## config.mk

```make
export PLATFORM = sky130hd
export DESIGN_NAME = oet_osc_ctrl
export DESIGN_NICKNAME = d
export VERILOG_FILES = /design/src/oet_pkg.sv /design/src/oet_pin_sync.sv /design/src/oet_ready_track.sv /design/src/oet_osc_ctrl.sv
export VERILOG_INCLUDE_DIRS = /design/src /design/src/src
export SDC_FILE = /design/constraint.sdc
export NUM_CORES = 1
export LEC_CHECK = 0
export BUFFER_PORTS_ARGS = -buffer_cell sky130_fd_sc_hd__buf_2
export CORE_UTILIZATION = 47
export CTS_BUF_LIST = sky130_fd_sc_hd__clkbuf_4 sky130_fd_sc_hd__clkbuf_8
export CTS_CLUSTER_SIZE = 28
export DETAILED_ROUTE_END_ITERATION = 8
export PLACE_DENSITY_LB_ADDON = 0.2
export SLEW_MARGIN = 20
export SYNTH_ARGS = -nofsm -noshare
export SYNTH_HDL_FRONTEND = slang
export SYNTH_HIERARCHICAL = 1
export SYNTH_SLANG_ARGS = --single-unit
export TNS_END_PERCENT = 10
```

## constraint.sdc

```tcl
create_clock -name aclk -period 1.6 [get_ports aclk]
set_clock_uncertainty 0.15 [all_clocks]
set_input_delay 0.16 -clock aclk [delete_from_list [all_inputs] [get_ports aclk]]
set_output_delay 0.16 -clock aclk [all_outputs]
set_load 0.05 [all_outputs]
```

## src/oet_defines.svh

```systemverilog
/*
 * Offsets, field positions, reset values and timing counts of the
 * oscillator enable, ready and trim block.
 * Assumes inclusion by bare name from the block's design files.
 */
`ifndef OET_DEFINES_SVH
`define OET_DEFINES_SVH

`define OET_CTRL_OFS 4'h0
`define OET_CFG_OFS 4'h4

`define OET_INT_EN_BIT 0
`define OET_INT_RDY_BIT 1
`define OET_RSV_BIT 2
`define OET_TRIM_LSB 3
`define OET_TRIM_MSB 7
`define OET_CAL_LSB 8
`define OET_CAL_MSB 15
`define OET_EXT_EN_BIT 16
`define OET_EXT_RDY_BIT 17
`define OET_BYP_BIT 18

`define OET_TRIM_RST 5'h10
`define OET_INT_EN_RST 1'b1
`define OET_INT_RDY_RST 1'b1
`define OET_EXT_EN_RST 1'b0
`define OET_EXT_RDY_RST 1'b0
`define OET_BYP_RST 1'b0

`define OET_OFF_CYCLES 3'h6

`define OET_RESP_OKAY 2'h0
`define OET_RESP_DECERR 2'h3

`endif

```

## src/oet_pkg.sv

```systemverilog
/*
 * Types of the oscillator enable, ready and trim block.
 * Assumes nothing of its surroundings.
 */
package oet_pkg;
  typedef logic [7:0] oet_cal_t;
  typedef logic [4:0] oet_trim_t;
  typedef logic [8:0] oet_adj_t;
  typedef logic [2:0] oet_cnt_t;
  typedef logic [1:0] oet_resp_t;
endpackage

```

## src/oet_pin_sync.sv

```systemverilog
/*
 * Three-stage synchroniser for one pin, with a filtered level and a
 * one-cycle rising-edge pulse.
 * Assumes the pin is asynchronous to aclk.
 */
`timescale 1ns/1ns
module oet_pin_sync (
  input wire logic aclk,
  input wire logic aresetn,
  input wire logic pin,
  output logic level,
  output logic rise
);
  logic s1_r;
  logic s2_r;
  logic s3_r;
  logic level_r;
  logic rise_r;

  always_ff @(posedge aclk) begin
    if (!aresetn) begin
      s1_r <= 1'b0;
      s2_r <= 1'b0;
      s3_r <= 1'b0;
    end else begin
      s1_r <= pin;
      s2_r <= s1_r;
      s3_r <= s2_r;
    end
  end

  // Change counts once stages two and three agree
  always_ff @(posedge aclk) begin
    if (!aresetn) begin
      level_r <= 1'b0;
      rise_r <= 1'b0;
    end else begin
      if (s2_r == s3_r) begin
        level_r <= s2_r;
      end
      rise_r <= (s2_r == s3_r) && s2_r && !level_r;
    end
  end

  assign level = level_r;
  assign rise = rise_r;
endmodule // oet_pin_sync

```

## src/oet_ready_track.sv

```systemverilog
/*
 * Ready flag of one oscillator: set while enabled once stable, and
 * cleared after a fixed count of oscillator edges once disabled.
 * Assumes stable and osc_edge come from synchronisers on aclk.
 */
`timescale 1ns/1ns
`include "oet_defines.svh"
module oet_ready_track import oet_pkg::*; #(
  parameter logic RDY_RST = 1'b0
) (
  input wire logic aclk,
  input wire logic aresetn,
  input wire logic enable,
  input wire logic stable,
  input wire logic osc_edge,
  output logic ready
);
  logic ready_r;
  oet_cnt_t cnt_r;

  always_ff @(posedge aclk) begin
    if (!aresetn) begin
      ready_r <= RDY_RST;
      cnt_r <= 3'h0;
    end else if (enable) begin
      cnt_r <= 3'h0;
      if (stable) begin
        ready_r <= 1'b1;
      end
    end else if (ready_r && osc_edge) begin
      if (cnt_r == `OET_OFF_CYCLES - 3'h1) begin
        ready_r <= 1'b0;
        cnt_r <= 3'h0;
      end else begin
        cnt_r <= cnt_r + 3'h1;
      end
    end
  end

  assign ready = ready_r;

  a_rdy_rise_cause: assert property (@(posedge aclk) disable iff (!aresetn)
    $rose(ready_r) |-> $past(enable) && $past(stable))
    else $error("ready rose without enable and stable");

  a_rdy_fall_count: assert property (@(posedge aclk) disable iff (!aresetn)
    $fell(ready_r) |-> $past(cnt_r) == 3'h5 && $past(osc_edge) && !$past(enable))
    else $error("ready fell before six oscillator edges");
endmodule // oet_ready_track

```

## src/oet_osc_ctrl.sv

```systemverilog
/*
 * Oscillator enable, ready and trim logic with an AXI4-Lite slave for
 * the oscillator control word.
 * Assumes power and clock-monitor events are single-cycle pulses on
 * aclk, the calibration code is valid at reset release, and the
 * oscillator stable flags and clocks arrive asynchronously on pins.
 */
// Local design decisions: the placing of the registers and the AXI4-Lite interface to the registers.
//
// Contract
// Bypass changed only while external oscillator off
// External ready flag, bit 17, hardware set
// External ready clears after six oscillator cycles
// External enable bit 16, read-write, resets zero
// Standby entry clears external enable
// Calibration bits 15:8 read-only, loaded at startup
// Trim bits 7:3 read-write, resets sixteen
// Calibration plus trim drives oscillator adjust
// Internal ready flag bit 1, resets one
// Internal ready clears after six oscillator cycles
// Internal enable bit 0, read-write, resets one
// Standby exit or clock failure sets internal enable; the code sets it on clock failure only while ext_is_sysclk is high
// Bypass bit 18 selects external clock source
// Reserved bit 2 reads zero
`timescale 1ns/1ns
`include "oet_defines.svh"
module oet_osc_ctrl import oet_pkg::*; (
  input wire logic aclk,
  input wire logic aresetn,
  input wire logic [3:0] s_axi_awaddr,
  input wire logic s_axi_awvalid,
  output logic s_axi_awready,
  input wire logic [31:0] s_axi_wdata,
  input wire logic [3:0] s_axi_wstrb,
  input wire logic s_axi_wvalid,
  output logic s_axi_wready,
  output logic [1:0] s_axi_bresp,
  output logic s_axi_bvalid,
  input wire logic s_axi_bready,
  input wire logic [3:0] s_axi_araddr,
  input wire logic s_axi_arvalid,
  output logic s_axi_arready,
  output logic [31:0] s_axi_rdata,
  output logic [1:0] s_axi_rresp,
  output logic s_axi_rvalid,
  input wire logic s_axi_rready,
  input wire logic standby_entry,
  input wire logic standby_exit,
  input wire logic ext_clk_fail,
  input wire logic ext_is_sysclk,
  input wire logic [7:0] int_osc_calibration_in,
  input wire logic ext_osc_stable,
  input wire logic int_osc_stable,
  input wire logic external_high_speed_clock,
  input wire logic internal_rc_clock,
  output logic ext_osc_enable,
  output logic ext_osc_bypass,
  output logic ext_osc_ready,
  output logic int_osc_enable,
  output logic int_osc_ready,
  output logic [8:0] int_osc_adjust
);
  logic awready_r;
  logic wready_r;
  logic bvalid_r;
  oet_resp_t bresp_r;
  logic arready_r;
  logic rvalid_r;
  oet_resp_t rresp_r;
  logic [31:0] rdata_r;
  logic [3:0] awaddr_q_r;
  logic [31:0] wdata_q_r;
  logic [3:0] wstrb_q_r;
  logic ext_en_r;
  logic int_en_r;
  logic bypass_r;
  oet_trim_t trim_r;
  oet_cal_t cal_r;
  logic cal_loaded_r;
  oet_adj_t adj_r;
  logic wr_commit;
  logic ctrl_wr;
  logic int_hw_set;
  logic [3:0] pin_v;
  logic [3:0] lvl_v;
  logic [3:0] rise_v;
  logic [1:0] en_v;
  logic [1:0] rdy_v;
  logic [31:0] ctrl_word;

  // Write commits once address and data are both held
  assign wr_commit = !awready_r && !wready_r && !bvalid_r;
  assign ctrl_wr = wr_commit && (awaddr_q_r == `OET_CTRL_OFS);
  assign int_hw_set = standby_exit || (ext_clk_fail && ext_is_sysclk);

  // Pin order: stable flags first, oscillator clocks after
  assign pin_v = {internal_rc_clock, external_high_speed_clock, int_osc_stable, ext_osc_stable};
  assign en_v = {int_en_r, ext_en_r};

  genvar gi;
  generate
    for (gi = 0; gi < 4; gi++) begin : g_sync
      oet_pin_sync u_sync (
        .aclk(aclk),
        .aresetn(aresetn),
        .pin(pin_v[gi]),
        .level(lvl_v[gi]),
        .rise(rise_v[gi])
      );
    end
    for (gi = 0; gi < 2; gi++) begin : g_rdy
      oet_ready_track #(
        .RDY_RST(gi == 1 ? `OET_INT_RDY_RST : `OET_EXT_RDY_RST)
      ) u_rdy (
        .aclk(aclk),
        .aresetn(aresetn),
        .enable(en_v[gi]),
        .stable(lvl_v[gi]),
        .osc_edge(rise_v[gi + 2]),
        .ready(rdy_v[gi])
      );
    end
  endgenerate

  assign ctrl_word = {13'h0000, bypass_r, rdy_v[0], ext_en_r, cal_r, trim_r, 1'b0, rdy_v[1], int_en_r};

  // Write address and data channels, taken in either order
  always_ff @(posedge aclk) begin
    if (!aresetn) begin
      awready_r <= 1'b1;
      wready_r <= 1'b1;
      awaddr_q_r <= 4'h0;
      wdata_q_r <= 32'h00000000;
      wstrb_q_r <= 4'h0;
    end else begin
      if (awready_r && s_axi_awvalid) begin
        awready_r <= 1'b0;
        awaddr_q_r <= {s_axi_awaddr[3:2], 2'h0};
      end
      if (wready_r && s_axi_wvalid) begin
        wready_r <= 1'b0;
        wdata_q_r <= s_axi_wdata;
        wstrb_q_r <= s_axi_wstrb;
      end
      if (bvalid_r && s_axi_bready) begin
        awready_r <= 1'b1;
        wready_r <= 1'b1;
      end
    end
  end

  // Write response
  always_ff @(posedge aclk) begin
    if (!aresetn) begin
      bvalid_r <= 1'b0;
      bresp_r <= `OET_RESP_OKAY;
    end else if (wr_commit) begin
      bvalid_r <= 1'b1;
      if (awaddr_q_r == `OET_CTRL_OFS || awaddr_q_r == `OET_CFG_OFS) begin
        bresp_r <= `OET_RESP_OKAY;
      end else begin
        bresp_r <= `OET_RESP_DECERR;
      end
    end else if (bvalid_r && s_axi_bready) begin
      bvalid_r <= 1'b0;
    end
  end

  // Read channel, one cycle from address to data
  always_ff @(posedge aclk) begin
    if (!aresetn) begin
      arready_r <= 1'b1;
      rvalid_r <= 1'b0;
      rresp_r <= `OET_RESP_OKAY;
      rdata_r <= 32'h00000000;
    end else if (arready_r && s_axi_arvalid) begin
      arready_r <= 1'b0;
      rvalid_r <= 1'b1;
      case ({s_axi_araddr[3:2], 2'h0})
        `OET_CTRL_OFS: begin
          rdata_r <= ctrl_word;
          rresp_r <= `OET_RESP_OKAY;
        end
        `OET_CFG_OFS: begin
          rdata_r <= 32'h00000000;
          rresp_r <= `OET_RESP_OKAY;
        end
        default: begin
          rdata_r <= 32'h00000000;
          rresp_r <= `OET_RESP_DECERR;
        end
      endcase
    end else if (rvalid_r && s_axi_rready) begin
      rvalid_r <= 1'b0;
      arready_r <= 1'b1;
    end
  end

  // External enable; standby entry overrides software
  always_ff @(posedge aclk) begin
    if (!aresetn) begin
      ext_en_r <= `OET_EXT_EN_RST;
    end else if (standby_entry) begin
      ext_en_r <= 1'b0;
    end else if (ctrl_wr && wstrb_q_r[2]) begin
      ext_en_r <= wdata_q_r[`OET_EXT_EN_BIT];
    end
  end

  // Bypass is held while the external oscillator is on
  always_ff @(posedge aclk) begin
    if (!aresetn) begin
      bypass_r <= `OET_BYP_RST;
    end else if (ctrl_wr && wstrb_q_r[2] && !ext_en_r) begin
      bypass_r <= wdata_q_r[`OET_BYP_BIT];
    end
  end

  // Internal enable; hardware set wins over a software clear
  always_ff @(posedge aclk) begin
    if (!aresetn) begin
      int_en_r <= `OET_INT_EN_RST;
    end else if (int_hw_set) begin
      int_en_r <= 1'b1;
    end else if (ctrl_wr && wstrb_q_r[0]) begin
      int_en_r <= wdata_q_r[`OET_INT_EN_BIT];
    end
  end

  always_ff @(posedge aclk) begin
    if (!aresetn) begin
      trim_r <= `OET_TRIM_RST;
    end else if (ctrl_wr && wstrb_q_r[0]) begin
      trim_r <= wdata_q_r[`OET_TRIM_MSB:`OET_TRIM_LSB];
    end
  end

  // Calibration caught once after reset release
  always_ff @(posedge aclk) begin
    if (!aresetn) begin
      cal_loaded_r <= 1'b0;
      cal_r <= 8'h00;
    end else if (!cal_loaded_r) begin
      cal_loaded_r <= 1'b1;
      cal_r <= int_osc_calibration_in;
    end
  end

  always_ff @(posedge aclk) begin
    if (!aresetn) begin
      adj_r <= 9'h000;
    end else begin
      adj_r <= {1'b0, cal_r} + {4'h0, trim_r};
    end
  end

  assign s_axi_awready = awready_r;
  assign s_axi_wready = wready_r;
  assign s_axi_bvalid = bvalid_r;
  assign s_axi_bresp = bresp_r;
  assign s_axi_arready = arready_r;
  assign s_axi_rvalid = rvalid_r;
  assign s_axi_rresp = rresp_r;
  assign s_axi_rdata = rdata_r;
  assign ext_osc_enable = ext_en_r;
  assign ext_osc_bypass = bypass_r;
  assign ext_osc_ready = rdy_v[0];
  assign int_osc_enable = int_en_r;
  assign int_osc_ready = rdy_v[1];
  assign int_osc_adjust = adj_r;

  a_ext_en_write: assert property (@(posedge aclk) disable iff (!aresetn)
    ctrl_wr && wstrb_q_r[2] && !standby_entry |=> ext_en_r == $past(wdata_q_r[16]))
    else $error("external enable did not take written value");

  a_ext_en_standby: assert property (@(posedge aclk) disable iff (!aresetn)
    standby_entry |=> !ext_en_r)
    else $error("standby entry left external enable set");

  a_int_en_write: assert property (@(posedge aclk) disable iff (!aresetn)
    ctrl_wr && wstrb_q_r[0] && !int_hw_set |=> int_en_r == $past(wdata_q_r[0]))
    else $error("internal enable did not take written value");

  a_int_en_wake: assert property (@(posedge aclk) disable iff (!aresetn)
    standby_exit || (ext_clk_fail && ext_is_sysclk) |=> int_en_r)
    else $error("internal enable not forced on");

  a_trim_write: assert property (@(posedge aclk) disable iff (!aresetn)
    ctrl_wr && wstrb_q_r[0] |=> trim_r == $past(wdata_q_r[7:3]))
    else $error("trim did not take written value");

  a_cal_held: assert property (@(posedge aclk) disable iff (!aresetn)
    cal_loaded_r && $past(cal_loaded_r) |-> $stable(cal_r))
    else $error("calibration changed after load");

  a_adjust_sum: assert property (@(posedge aclk) disable iff (!aresetn)
    cal_loaded_r ##1 1'b1 |-> adj_r == {1'b0, $past(cal_r)} + {4'h0, $past(trim_r)})
    else $error("adjust code is not calibration plus trim");

  a_bypass_locked: assert property (@(posedge aclk) disable iff (!aresetn)
    $past(ext_en_r) |-> $stable(bypass_r))
    else $error("bypass changed while external oscillator on");

  a_rsv_read_zero: assert property (@(posedge aclk) disable iff (!aresetn)
    rvalid_r |-> rdata_r[2] == 1'b0)
    else $error("reserved bit read nonzero");

  a_ext_rdy_off: assert property (@(posedge aclk) disable iff (!aresetn)
    $fell(rdy_v[0]) |-> !$past(ext_en_r))
    else $error("external ready fell while enabled");
endmodule // oet_osc_ctrl

```

==> After elaboration in Yosys (flattened, before gate mapping) <==
Index checks and enable logic that the tools add are counted.
{ "totals": {"reg_bits": 117, "latchBits": 0, "mem_bits_rw": 0, "mem_bits_ro": 0, "inputBits": 67, "output_inout_bits": 55, "word_cells": 116, "n_memories": 0} }
{ "op_classes": {"addsub": 3, "n_mul": 0, "div": 0, "n_lt_le_gt_ge": 0, "eq_ne": 10, "shift": 0, "n_mux": 20, "n_bitwise": 1, "reduce_logical": 42} }
{ "ops": {"columns": ["op", "n"], "rows": [
  ["19-bit 2-to-1 mux", 1],
  ["1-bit logical AND", 18],
  ["1-bit 2-to-1 mux", 15],
  ["2-bit nonzero test", 6],
  ["2-bit OR reduction", 6],
  ["8-bit by 5-bit adder with 9-bit output", 1],
  ["3-bit by 1-bit adder with 3-bit output (second input constant)", 2],
  ["3-bit equality test (second input constant)", 2],
  ["1-bit logical NOT", 6],
  ["3-bit 2-to-1 mux", 2],
  ["3-bit AND reduction", 2],
  ["1-bit equality test", 4],
  ["2-bit by 1-bit equality test with 1-bit output (second input constant)", 2],
  ["4-bit logical NOT", 1],
  ["2-bit 2-to-1 mux", 2],
  ["2-bit by 1-bit != test with 1-bit output (second input constant)", 2],
  ["2-bit logical NOT", 1],
  ["1-bit logical OR", 2],
  ["1-bit NOT", 1]
]} }

==> Depth between registers and ports, before layout <==
Gate-level depths: netlist of the first run.
{ "depth": {"ltp_word": 6, "depth_mapped": 5, "mapped_depth_nobuf": 5} }

==> Modules after synthesis <==
Netlist of the first run, hierarchy kept.
{ "by_module_without_submodules": {"columns": ["module", "instances", "cells_per_inst", "area_per_inst_um2", "seq_area_each_um2"], "rows": [
  ["oet_osc_ctrl", 1, 279, 2560.0, 1261.2],
  ["oet_pin_sync", 4, 13, 155.1, 100.1],
  ["oet_ready_track at g_rdy[0].u_rdy", 1, 18, 196.4, 80.1],
  ["oet_ready_track at g_rdy[1].u_rdy", 1, 18, 195.2, 80.1]
]} }

==> Least setup slack after synthesis of the first run <==
Ideal clock, no wire load.
{ "synth_path": {"kind": "flip-flop to flip-flop", "start": "reg trim_r[0]", "end": "reg adj_r[6], in the netlist int_osc_adjust[6]", "setup_time_ps": 72, "arrival_time_ps": 1468, "required_ps": 1378, "setup_slack_ps": -90, "path_stages_with_launch": 6, "n_path_buf": 0, "period_less_slack_ps": 1690, "path_cell_list": "dfxtp_1 -> ha_1 -> fa_1 -> a21o_1 -> a22oi_1 -> mux2i_1"} }
{ "synth_via": {"elab_chain_cells": 1} }
{ "synth_lines": {"columns": ["element", "line", "source"], "rows": [
  ["start, declared", "oet_osc_ctrl.sv:77", "oet_trim_t trim_r;"],
  ["start signal, assigned", "oet_osc_ctrl.sv:232", "trim_r <= `OET_TRIM_RST;"],
  ["start signal, assigned", "oet_osc_ctrl.sv:234", "trim_r <= wdata_q_r[`OET_TRIM_MSB:`OET_TRIM_LSB];"],
  ["8-bit by 5-bit adder with 9-bit output", "oet_osc_ctrl.sv:253", "adj_r <= {1'b0, cal_r} + {4'h0, trim_r};"],
  ["end signal, assigned", "oet_osc_ctrl.sv:253", null],
  ["end, declared", "oet_osc_ctrl.sv:80", "oet_adj_t adj_r;"]
]} }
No other way between the ends.
A chain may end at the register's enable or synchronous reset.

==> Worst setup path in the final report of the first run <==
{ "layout_path": {"start": "reg cal_r[0]", "end": "reg adj_r[4], in the netlist int_osc_adjust[4]"} }
{ "layout_via": {"elab_chain_cells": 1} }
{ "layout_lines": {"columns": ["element", "line", "source"], "rows": [
  ["start, declared", "oet_osc_ctrl.sv:78", "oet_cal_t cal_r;"],
  ["start signal, assigned", "oet_osc_ctrl.sv:245", "cal_r <= int_osc_calibration_in;"],
  ["8-bit by 5-bit adder with 9-bit output", "oet_osc_ctrl.sv:253", null]
]} }
No other way between the ends.

==> results.yml, run 1 <==
grt:
  gr-usage-all-layers: 0.201
  grtUsageMet3: 0.0364
  gr-total-overflow: 0
  met2_usage: 0.355
  grt_pass1_vias: 2720
  top_usage_layer: "met2"
  grt_pass1_wl_um: 12000
  use_met1: 0.241
  antenna_found_initial: 0
  grt_max_degree: 38
timing:
  finalCritPeriodShare: 1.00
  worst_slack_ns: -0.000447
  period_needed_ns: 1.60
  max_clock_freq_mhz: 625
  hold_violations: 0
  rsz0062_at_grt: "yes"
  setup_viol: 1
  report.final.slew_viol_count: 0
status:
  status: "finished, violations left"
  failed_checks: "negative setup slack"
setup_path:
  worstSetupEndpointType: "flip-flop"
  critPathMaxFanout: 3
  critPathKind: "flip-flop to flip-flop"
  cp_data_required_time_ns: 1.73
  startpoint_type: "flip-flop"
  cp.arrival_ns: 1.73
power_and_ir_drop:
  seqPwrFrac: 0.522
  leakagePower_nw: 2.11
  combPwrFrac: 0.127
  finalPower_mw: 4.48
  p_int_mw: 3.30
  p_sw_mw: 1.18
  p_per_area_mw_per_mm2: 967
  switching_share: 0.263
  clkPwrFrac: 0.351
  ir_drop_uv: 449
final_layout:
  final_cells: 589
  multi_input_area_mm2: 0.00159
  antennaDiodeCount: 0
  drive_gt1_frac: 0.259
  nNetsFinal: 562
  fin_area_mm2: 0.00464
  area_growth_pct: 31.8
  fin_util: 0.639
  fillCellCount: 642
  regArea_mm2: 0.00179
floorplan:
  fp.dieH_um: 88.5
  start_util: 0.485
  die_x_um: 88.5
  ios: 122
  design.die.area_mm2: 0.00783
  core_area_mm2: 0.00725
  row_count: 31
placed_design:
  gp_congestion: 0.754
  postPlaceCellArea_mm2: 0.00405
  place_ws_ns: -0.0494
  post-place-cells: 537
  io_buffers: 77
  dpl.hpwl_um: 4870
synthesis:
  synth.avg_cell_area_um2: 9.74
  synthCells: 361
  netlist_area_mm2: 0.00352
  ys_warn_count: 6
clocking:
  path_clk_slew_ns: 0.09
  cts_inserted_buffers: 9
  cts_sinks: 89
  clock-root-buffer: "clkbuf_8"
  insertion_delay_ns: 0.35
  cts_buffer_depth: 2
  htree_levels: 3
  post-cts-setup-buffers: 0
  cts_tree: "done"
job:
  maxCapViolCount: 0
detailed_routing:
  drt-initial-drc-count: 113
  ant_nets: 0
  viasPerCell: 4.90
  vias: 2884
  dr.pass1.iters: 6
  drc: 0
  routedWlPerCell_um: 12.8
  wl_um: 7520
hold_path:
  min_path_type: "input port to flip-flop"
[registers in the layout (all words and copies together) (netlist names), 5 cells and up]
name               flops
g_rdy.u_rdy/cnt_r      6
wdata_q_r              8
s_axi_rdata           18
cal_r                  8
int_osc_adjust         9
trim_r                 5
[layer usage]
metal	wire, µm	share of wire
met2	3750	0.50
met1	3410	0.45
met4	115	0.015
met3	249	0.033
met5	0	0
[layout by cell type (no fill, tap or decap), types with 4 or more instances in the layout]
| cell | instances |
|---|---|
| a21oi_1 | 21 |
| a22oi_1 | 19 |
| and2_1 | 15 |
| and3_1 | 4 |
| buf_2 | 77 |
| buf_4 | 15 |
| clkbuf_8 | 10 |
| conb_1 | 14 |
| dfxtp_1 | 85 |
| dfxtp_2 | 4 |
| dlygate4sd3_1 | 36 |
| ha_1 | 8 |
| inv_1 | 8 |
| mux2i_1 | 26 |
| nand2_1 | 43 |
| nand2b_1 | 5 |
| nand3_1 | 6 |
| nand3b_1 | 8 |
| nand4_1 | 4 |
| nor2_1 | 32 |
| nor2b_1 | 5 |
[timing repair]
action                                 in CTS  in global routing
setup endpoints to repair                   3                  6
hold buffers                               36                  0
gates resized for setup                     6                  1
pin swaps                                   0                  1
endpoints found under the hold margin      32                  0
[metrics by stage]
stage / hold WS [ns] / setup TNS (ns)
after global routing: 0.0423 / -0.108
final: 0.0183 / -0.000447
after floorplan: 0.0377 / 0
after detailed placement: 0.215 / -0.0643
after CTS: 0.0122 / -0.0208
after global placement: 0.209 / 0
[path summary, 6_finish.rpt]
path,start,end,slack [ns],depth (start not counted)
max reg2reg,cal_r[0],int_osc_adjust[4],-0.0004,5
min reg2reg,g_sync[3].u_sync/level,g_sync[3].u_sync/rise,0.27,1
min,aresetn,g_sync[2].u_sync/rise,0.02,3
max,cal_r[0],int_osc_adjust[4],-0.0004,5
[worst max-delay path: stages, from the launching register on]
cell	delay (ns)
dfxtp_2	0.34
ha_4	0.16
fa_2	0.34
a21o_1	0.21
a21oi_2	0.15
mux2i_1	0.18
[layout make-up]
type,count,share of cell area
Timing Repair Buffer,130,0.194
Sequential cell,89,0.385
Clock buffer,12,0.0329
Clock inverter,4,0.0113
Inverter,9,0.00729
Multi-Input combinational cell,246,0.343
Tap cell,99,0.0267
[power groups by stage]
stage          sequential (mW)  clock [mW]  combinational, mW
6_report                  2.34        1.57              0.571
5_1_grt                   2.35        1.69              0.622
4_1_cts                   2.34        1.61              0.571
3_5_place_dp              2.39           0              0.500
3_3_place_gp              2.39           0              0.491
2_1_floorplan             2.47           0              0.287
Note: power is estimated with default switching activity, not from simulation.
==> inputs of run 2 (changes only) <==
--- a/constraint.sdc
+++ b/constraint.sdc
@@ -3,3 +3,3 @@
 set_input_delay 0.16 -clock aclk [delete_from_list [all_inputs] [get_ports aclk]]
 set_output_delay 0.16 -clock aclk [all_outputs]
-set_load 0.05 [all_outputs]
+set_load 0.01 [all_outputs]
==> results.yml, run 2 (synthesis results as in run 1) <==
setup_path:
  cp_data_required_time_ns: 1.73
  max_stage_delay_ns: 0.34
  critPathTopFamily: "adder cells"
  critPathKind: "flip-flop to flip-flop"
  cp.arrival_ns: 1.73
  path_buf_inv: 0
  cp_slowest_cell: "dfxtp_2"
  worstSetupEndpointType: "flip-flop"
  crit_chain: "ha_4, fa_2, a21o_1, a21oi_2, mux2i_1"
  startpoint_type: "flip-flop"
  critPathMaxFanout: 3
status:
  status: "finished clean"
job:
  maxCapViolCount: 0
power_and_ir_drop:
  finalPower_mw: 4.44
  ir_drop_uv: 468
  p_per_area_mw_per_mm2: 953
  leakagePower_nw: 2.14
hold_path:
  min_path_type: "input port to flip-flop"
timing:
  period_needed_ns: 1.59
  finalCritPeriodShare: 0.997
  max_clock_freq_mhz: 627
  worst_slack_ns: 0.00501
  report.final.slew_viol_count: 0
  hold_violations: 0
  setup_viol: 0
  rsz0062_at_grt: "yes"
grt:
  gr-usage-all-layers: 0.201
  grt_pass1_vias: 2691
  grt_max_degree: 38
  grt_pass1_wl_um: 11800
  gr-total-overflow: 0
  antenna_found_initial: 0
detailed_routing:
  routedWlPerCell_um: 12.4
  dr.pass1.iters: 6
  viasPerCell: 4.88
  drc: 0
  ant_nets: 0
  wl_um: 7340
  vias: 2882
  drt-initial-drc-count: 87
final_layout:
  fillCellCount: 604
  multi_input_area_mm2: 0.00159
  layout_common_cells: "dfxtp_1 (85), buf_2 (77), nand2_1 (43)"
  final_common_cell: "dfxtp_1"
  regArea_mm2: 0.00179
  largest_reg_flops: 18
  drive_gt1_frac: 0.262
  area_growth_pct: 32.4
  antennaDiodeCount: 0
  nNetsFinal: 565
placed_design:
  dpl.hpwl_um: 4920
  gp_congestion: 0.761
  io_buffers: 77
  place_ws_ns: -0.0223
clocking:
  cts_sinks: 89
  htree_levels: 3
  clock-root-buffer: "clkbuf_8"
  path_clk_slew_ns: 0.08
  post-cts-setup-buffers: 0
  cts_inserted_buffers: 9
  insertion_delay_ns: 0.35
  cts_tree: "done"
  cts_buffer_depth: 2
floorplan:
  start_util: 0.485
  die_x_um: 88.5
  fp.dieH_um: 88.5
  ios: 122
  core_area_mm2: 0.00725
  row_count: 31
  design.die.area_mm2: 0.00783
run 2: cell types whose count changed in the layout (fill, tap and decap cells not counted), sizes merged:
cell / before / now
buf: 94 / 97
bufinv: 1 / 2
clkinvlp: 3 / 0
clkinv: 0 / 1
run 2: final cells by class:
class | count | share of cell area
Multi-Input combinational cell | 246 | 0.341
Timing Repair Buffer | 133 | 0.195
Clock buffer | 12 | 0.0328
Tap cell | 99 | 0.0266
Clock inverter | 3 | 0.0140
Sequential cell | 89 | 0.384
Inverter | 9 | 0.00725
run 2: path summary, 6_finish.rpt:
check	start	to	slack, ns	depth (start not counted)
setup / recovery	trim_r[0]	int_osc_adjust[4]	0.005	5
hold / removal	aresetn	g_sync[0].u_sync/level	0.06	2
setup reg to reg	trim_r[0]	int_osc_adjust[4]	0.005	5
hold reg to reg	g_sync[2].u_sync/level	g_sync[2].u_sync/rise	0.25	1
run 2: repair_timing:
| action | 4_1_cts | 5_1_grt |
|---|---|---|
| hold endpoints to repair | 32 | 0 |
| gates resized for setup | 5 | 2 |
| pin swaps | 2 | 1 |
| endpoints found under the setup margin | 3 | 4 |
| hold buffers | 36 | 0 |
run 2: power by group:
group,switching [mW],leakage [nW],internal (mW)
clock network,0.725,0.113,0.947
logic,0.211,1.30,0.217
registers,0.0508,0.728,2.29
run 2: layer usage:
layer,track usage,vias up,share of wire
met5,0,-,0
met4,0.0880,0,0.018
met3,0.0457,11,0.034
met2,0.356,65,0.50
met1,0.233,1344,0.45
li1,-,1462,-
run 2: per-stage QoR:
stage	std cells	setup TNS (ns)	hold WS (ns)	utilization	instance area, µm²
final	591	0	0.0625	0.642	4660
after global routing	591	-0.0950	0.0609	0.642	4660
after CTS	591	-0.0384	0.0622	0.641	4650
after detailed placement	540	-0.0330	0.212	0.559	4060
after global placement	540	0	0.210	0.559	4060
after floorplan	374	0	0.0377	-	3580
==> inputs of run 3 (changes only) <==
==> constraint.sdc (replaced) <==
create_clock -name aclk -period 1.6 [get_ports aclk]
set_clock_uncertainty 0.15 [all_clocks]
set_input_delay 0.32 -clock aclk [delete_from_list [all_inputs] [get_ports aclk]]
set_output_delay 0.32 -clock aclk [all_outputs]
set_load 0.01 [all_outputs]
==> results.yml, run 3 (synthesis results as in run 1) <==
status:
  status: "finished, violations left"
  failed_checks: "negative setup slack"
final_layout:
  final_common_cell: "dfxtp_1"
  largest_reg_flops: 18
  antennaDiodeCount: 0
  fillCellCount: 651
  nNetsFinal: 528
  multi_input_area_mm2: 0.00159
  final_cells: 555
  layout_common_cells: "dfxtp_1 (83), buf_2 (77), nand2_1 (43)"
  area_growth_pct: 21.4
  regArea_mm2: 0.00179
  drive_gt1_frac: 0.283
grt:
  antenna_found_initial: 0
  gr-total-overflow: 0
  grt_pass1_wl_um: 11000
  grt_max_degree: 35
  grt_pass1_vias: 2369
  gr-usage-all-layers: 0.184
floorplan:
  design.die.area_mm2: 0.00783
  ios: 122
  start_util: 0.485
  row_count: 31
  core_area_mm2: 0.00725
  die_x_um: 88.5
  fp.dieH_um: 88.5
power_and_ir_drop:
  p_per_area_mw_per_mm2: 971
  combPwrFrac: 0.085
  p_sw_mw: 1.01
  ir_drop_uv: 629
  leakagePower_nw: 1.97
  clkPwrFrac: 0.350
  seqPwrFrac: 0.565
  switching_share: 0.244
  p_int_mw: 3.14
clocking:
  path_clk_slew_ns: 0.08
  cts_buffer_depth: 2
  cts_sinks: 89
  cts_inserted_buffers: 9
  clock-root-buffer: "clkbuf_8"
  post-cts-setup-buffers: 0
  cts_tree: "done"
  htree_levels: 3
  insertion_delay_ns: 0.35
setup_path:
  crit_path_start: "trim_r[0]"
  reg2regPathDepth: 5
  cp_data_required_time_ns: 1.73
  worstReg2RegStart: "trim_r[0]"
  cp_slowest_cell: "dfxtp_2"
  startpoint_type: "flip-flop"
  path_buf_inv: 0
  crit_chain: "ha_4, fa_2, a21o_1, a22oi_2, mux2i_1"
  max_stage_delay_ns: 0.35
  ff2ff_setup_slack_ns: -0.02
  critPathTopFamily: "adder cells"
  critPathMaxFanout: 3
  cp.arrival_ns: 1.75
  critPathKind: "flip-flop to flip-flop"
  worstSetupEndpointType: "flip-flop"
  path_depth: 5
hold_path:
  holdPathStages: 2
  holdCritStartpoint: "int_osc_stable"
  min_path_type: "input port to flip-flop"
detailed_routing:
  dr.pass1.iters: 6
  routedWlPerCell_um: 12.6
  drt-initial-drc-count: 76
  wl_um: 6970
  ant_nets: 0
  drc: 0
  viasPerCell: 4.90
  vias: 2719
timing:
  period_needed_ns: 1.62
  finalCritPeriodShare: 1.01
  report.final.slew_viol_count: 0
  max_clock_freq_mhz: 619
  setup_viol: 1
  worst_slack_ns: -0.0157
  fin_tns_setup_ns: -0.0157
  timing.hold.ws_ns: 0.0140
  hold_violations: 0
  rsz0062_at_grt: "yes"
placed_design:
  io_buffers: 77
  dpl.hpwl_um: 4960
  gp_congestion: 0.775
  post-place-cells: 537
job:
  maxCapViolCount: 0
## run 3: cell types whose count changed in the layout (fill, tap and decap cells not counted), sizes merged
cell         change
dlygate4sd3     -34
bufinv           -2
clkinvlp         +1
buf              -3
clkinv           +2
## run 3: worst reg2reg max path, cell delays in order, from the launching register on
cell and delay (ns):
dfxtp_2 0.35, ha_4 0.17, fa_2 0.34, a21o_1 0.21, a22oi_2 0.14, mux2i_1 0.20
## run 3: worst paths after layout
check	to
setup / recovery	int_osc_adjust[6]
hold / removal	g_sync[1].u_sync/s1_r
setup reg to reg	int_osc_adjust[6]
hold reg to reg	g_sync[3].u_sync/rise
## run 3: cell type report
| type | count | share of cell area |
|---|---|---|
| Timing Repair Buffer | 96 | 0.128 |
| Tap cell | 99 | 0.0290 |
| Inverter | 9 | 0.00791 |
| Sequential cell | 89 | 0.419 |
| Clock inverter | 4 | 0.00615 |
| Multi-Input combinational cell | 246 | 0.372 |
| Clock buffer | 12 | 0.0387 |
## run 3: metrics by stage
step                utilization  power [mW]  instance area (µm²)  setup slack [ns]
global placement          0.556        2.73                 4040            0.0121
floorplan                     -        2.62                 3580            0.0348
global route              0.589        4.35                 4270           -0.0493
finish                    0.589        4.15                 4270           -0.0157
detailed placement        0.556        2.75                 4040           -0.0227
CTS                       0.588        4.20                 4260           -0.0206
## run 3: timing repair
| item | in CTS | in global routing |
|---|---|---|
| hold buffers | 2 | 0 |
| pin swaps | 1 | 1 |
| resized for setup | 5 | 4 |
| hold endpoints to repair | 2 | 0 |
| setup endpoints to repair | 3 | 5 |
## run 3: per-layer routing
| metal | global-route usage | vias to the layer above | share of wire |
|---|---|---|---|
| met3 | 0.0308 | 9 | 0.038 |
| met2 | 0.308 | 68 | 0.49 |
| li1 | - | 1393 | - |
| met5 | 0 | - | 0 |
| met4 | 0.0836 | 0 | 0.016 |
| met1 | 0.233 | 1249 | 0.46 |
## run 3: power groups by stage
| stage | logic, mW | clock network, mW | registers (mW) |
|---|---|---|---|
| final | 0.351 | 1.45 | 2.34 |
| after global routing | 0.397 | 1.60 | 2.36 |
| after CTS | 0.355 | 1.50 | 2.35 |
| after global placement | 0.340 | 0 | 2.39 |
| after detailed placement | 0.350 | 0 | 2.40 |
| after floorplan | 0.223 | 0 | 2.39 |
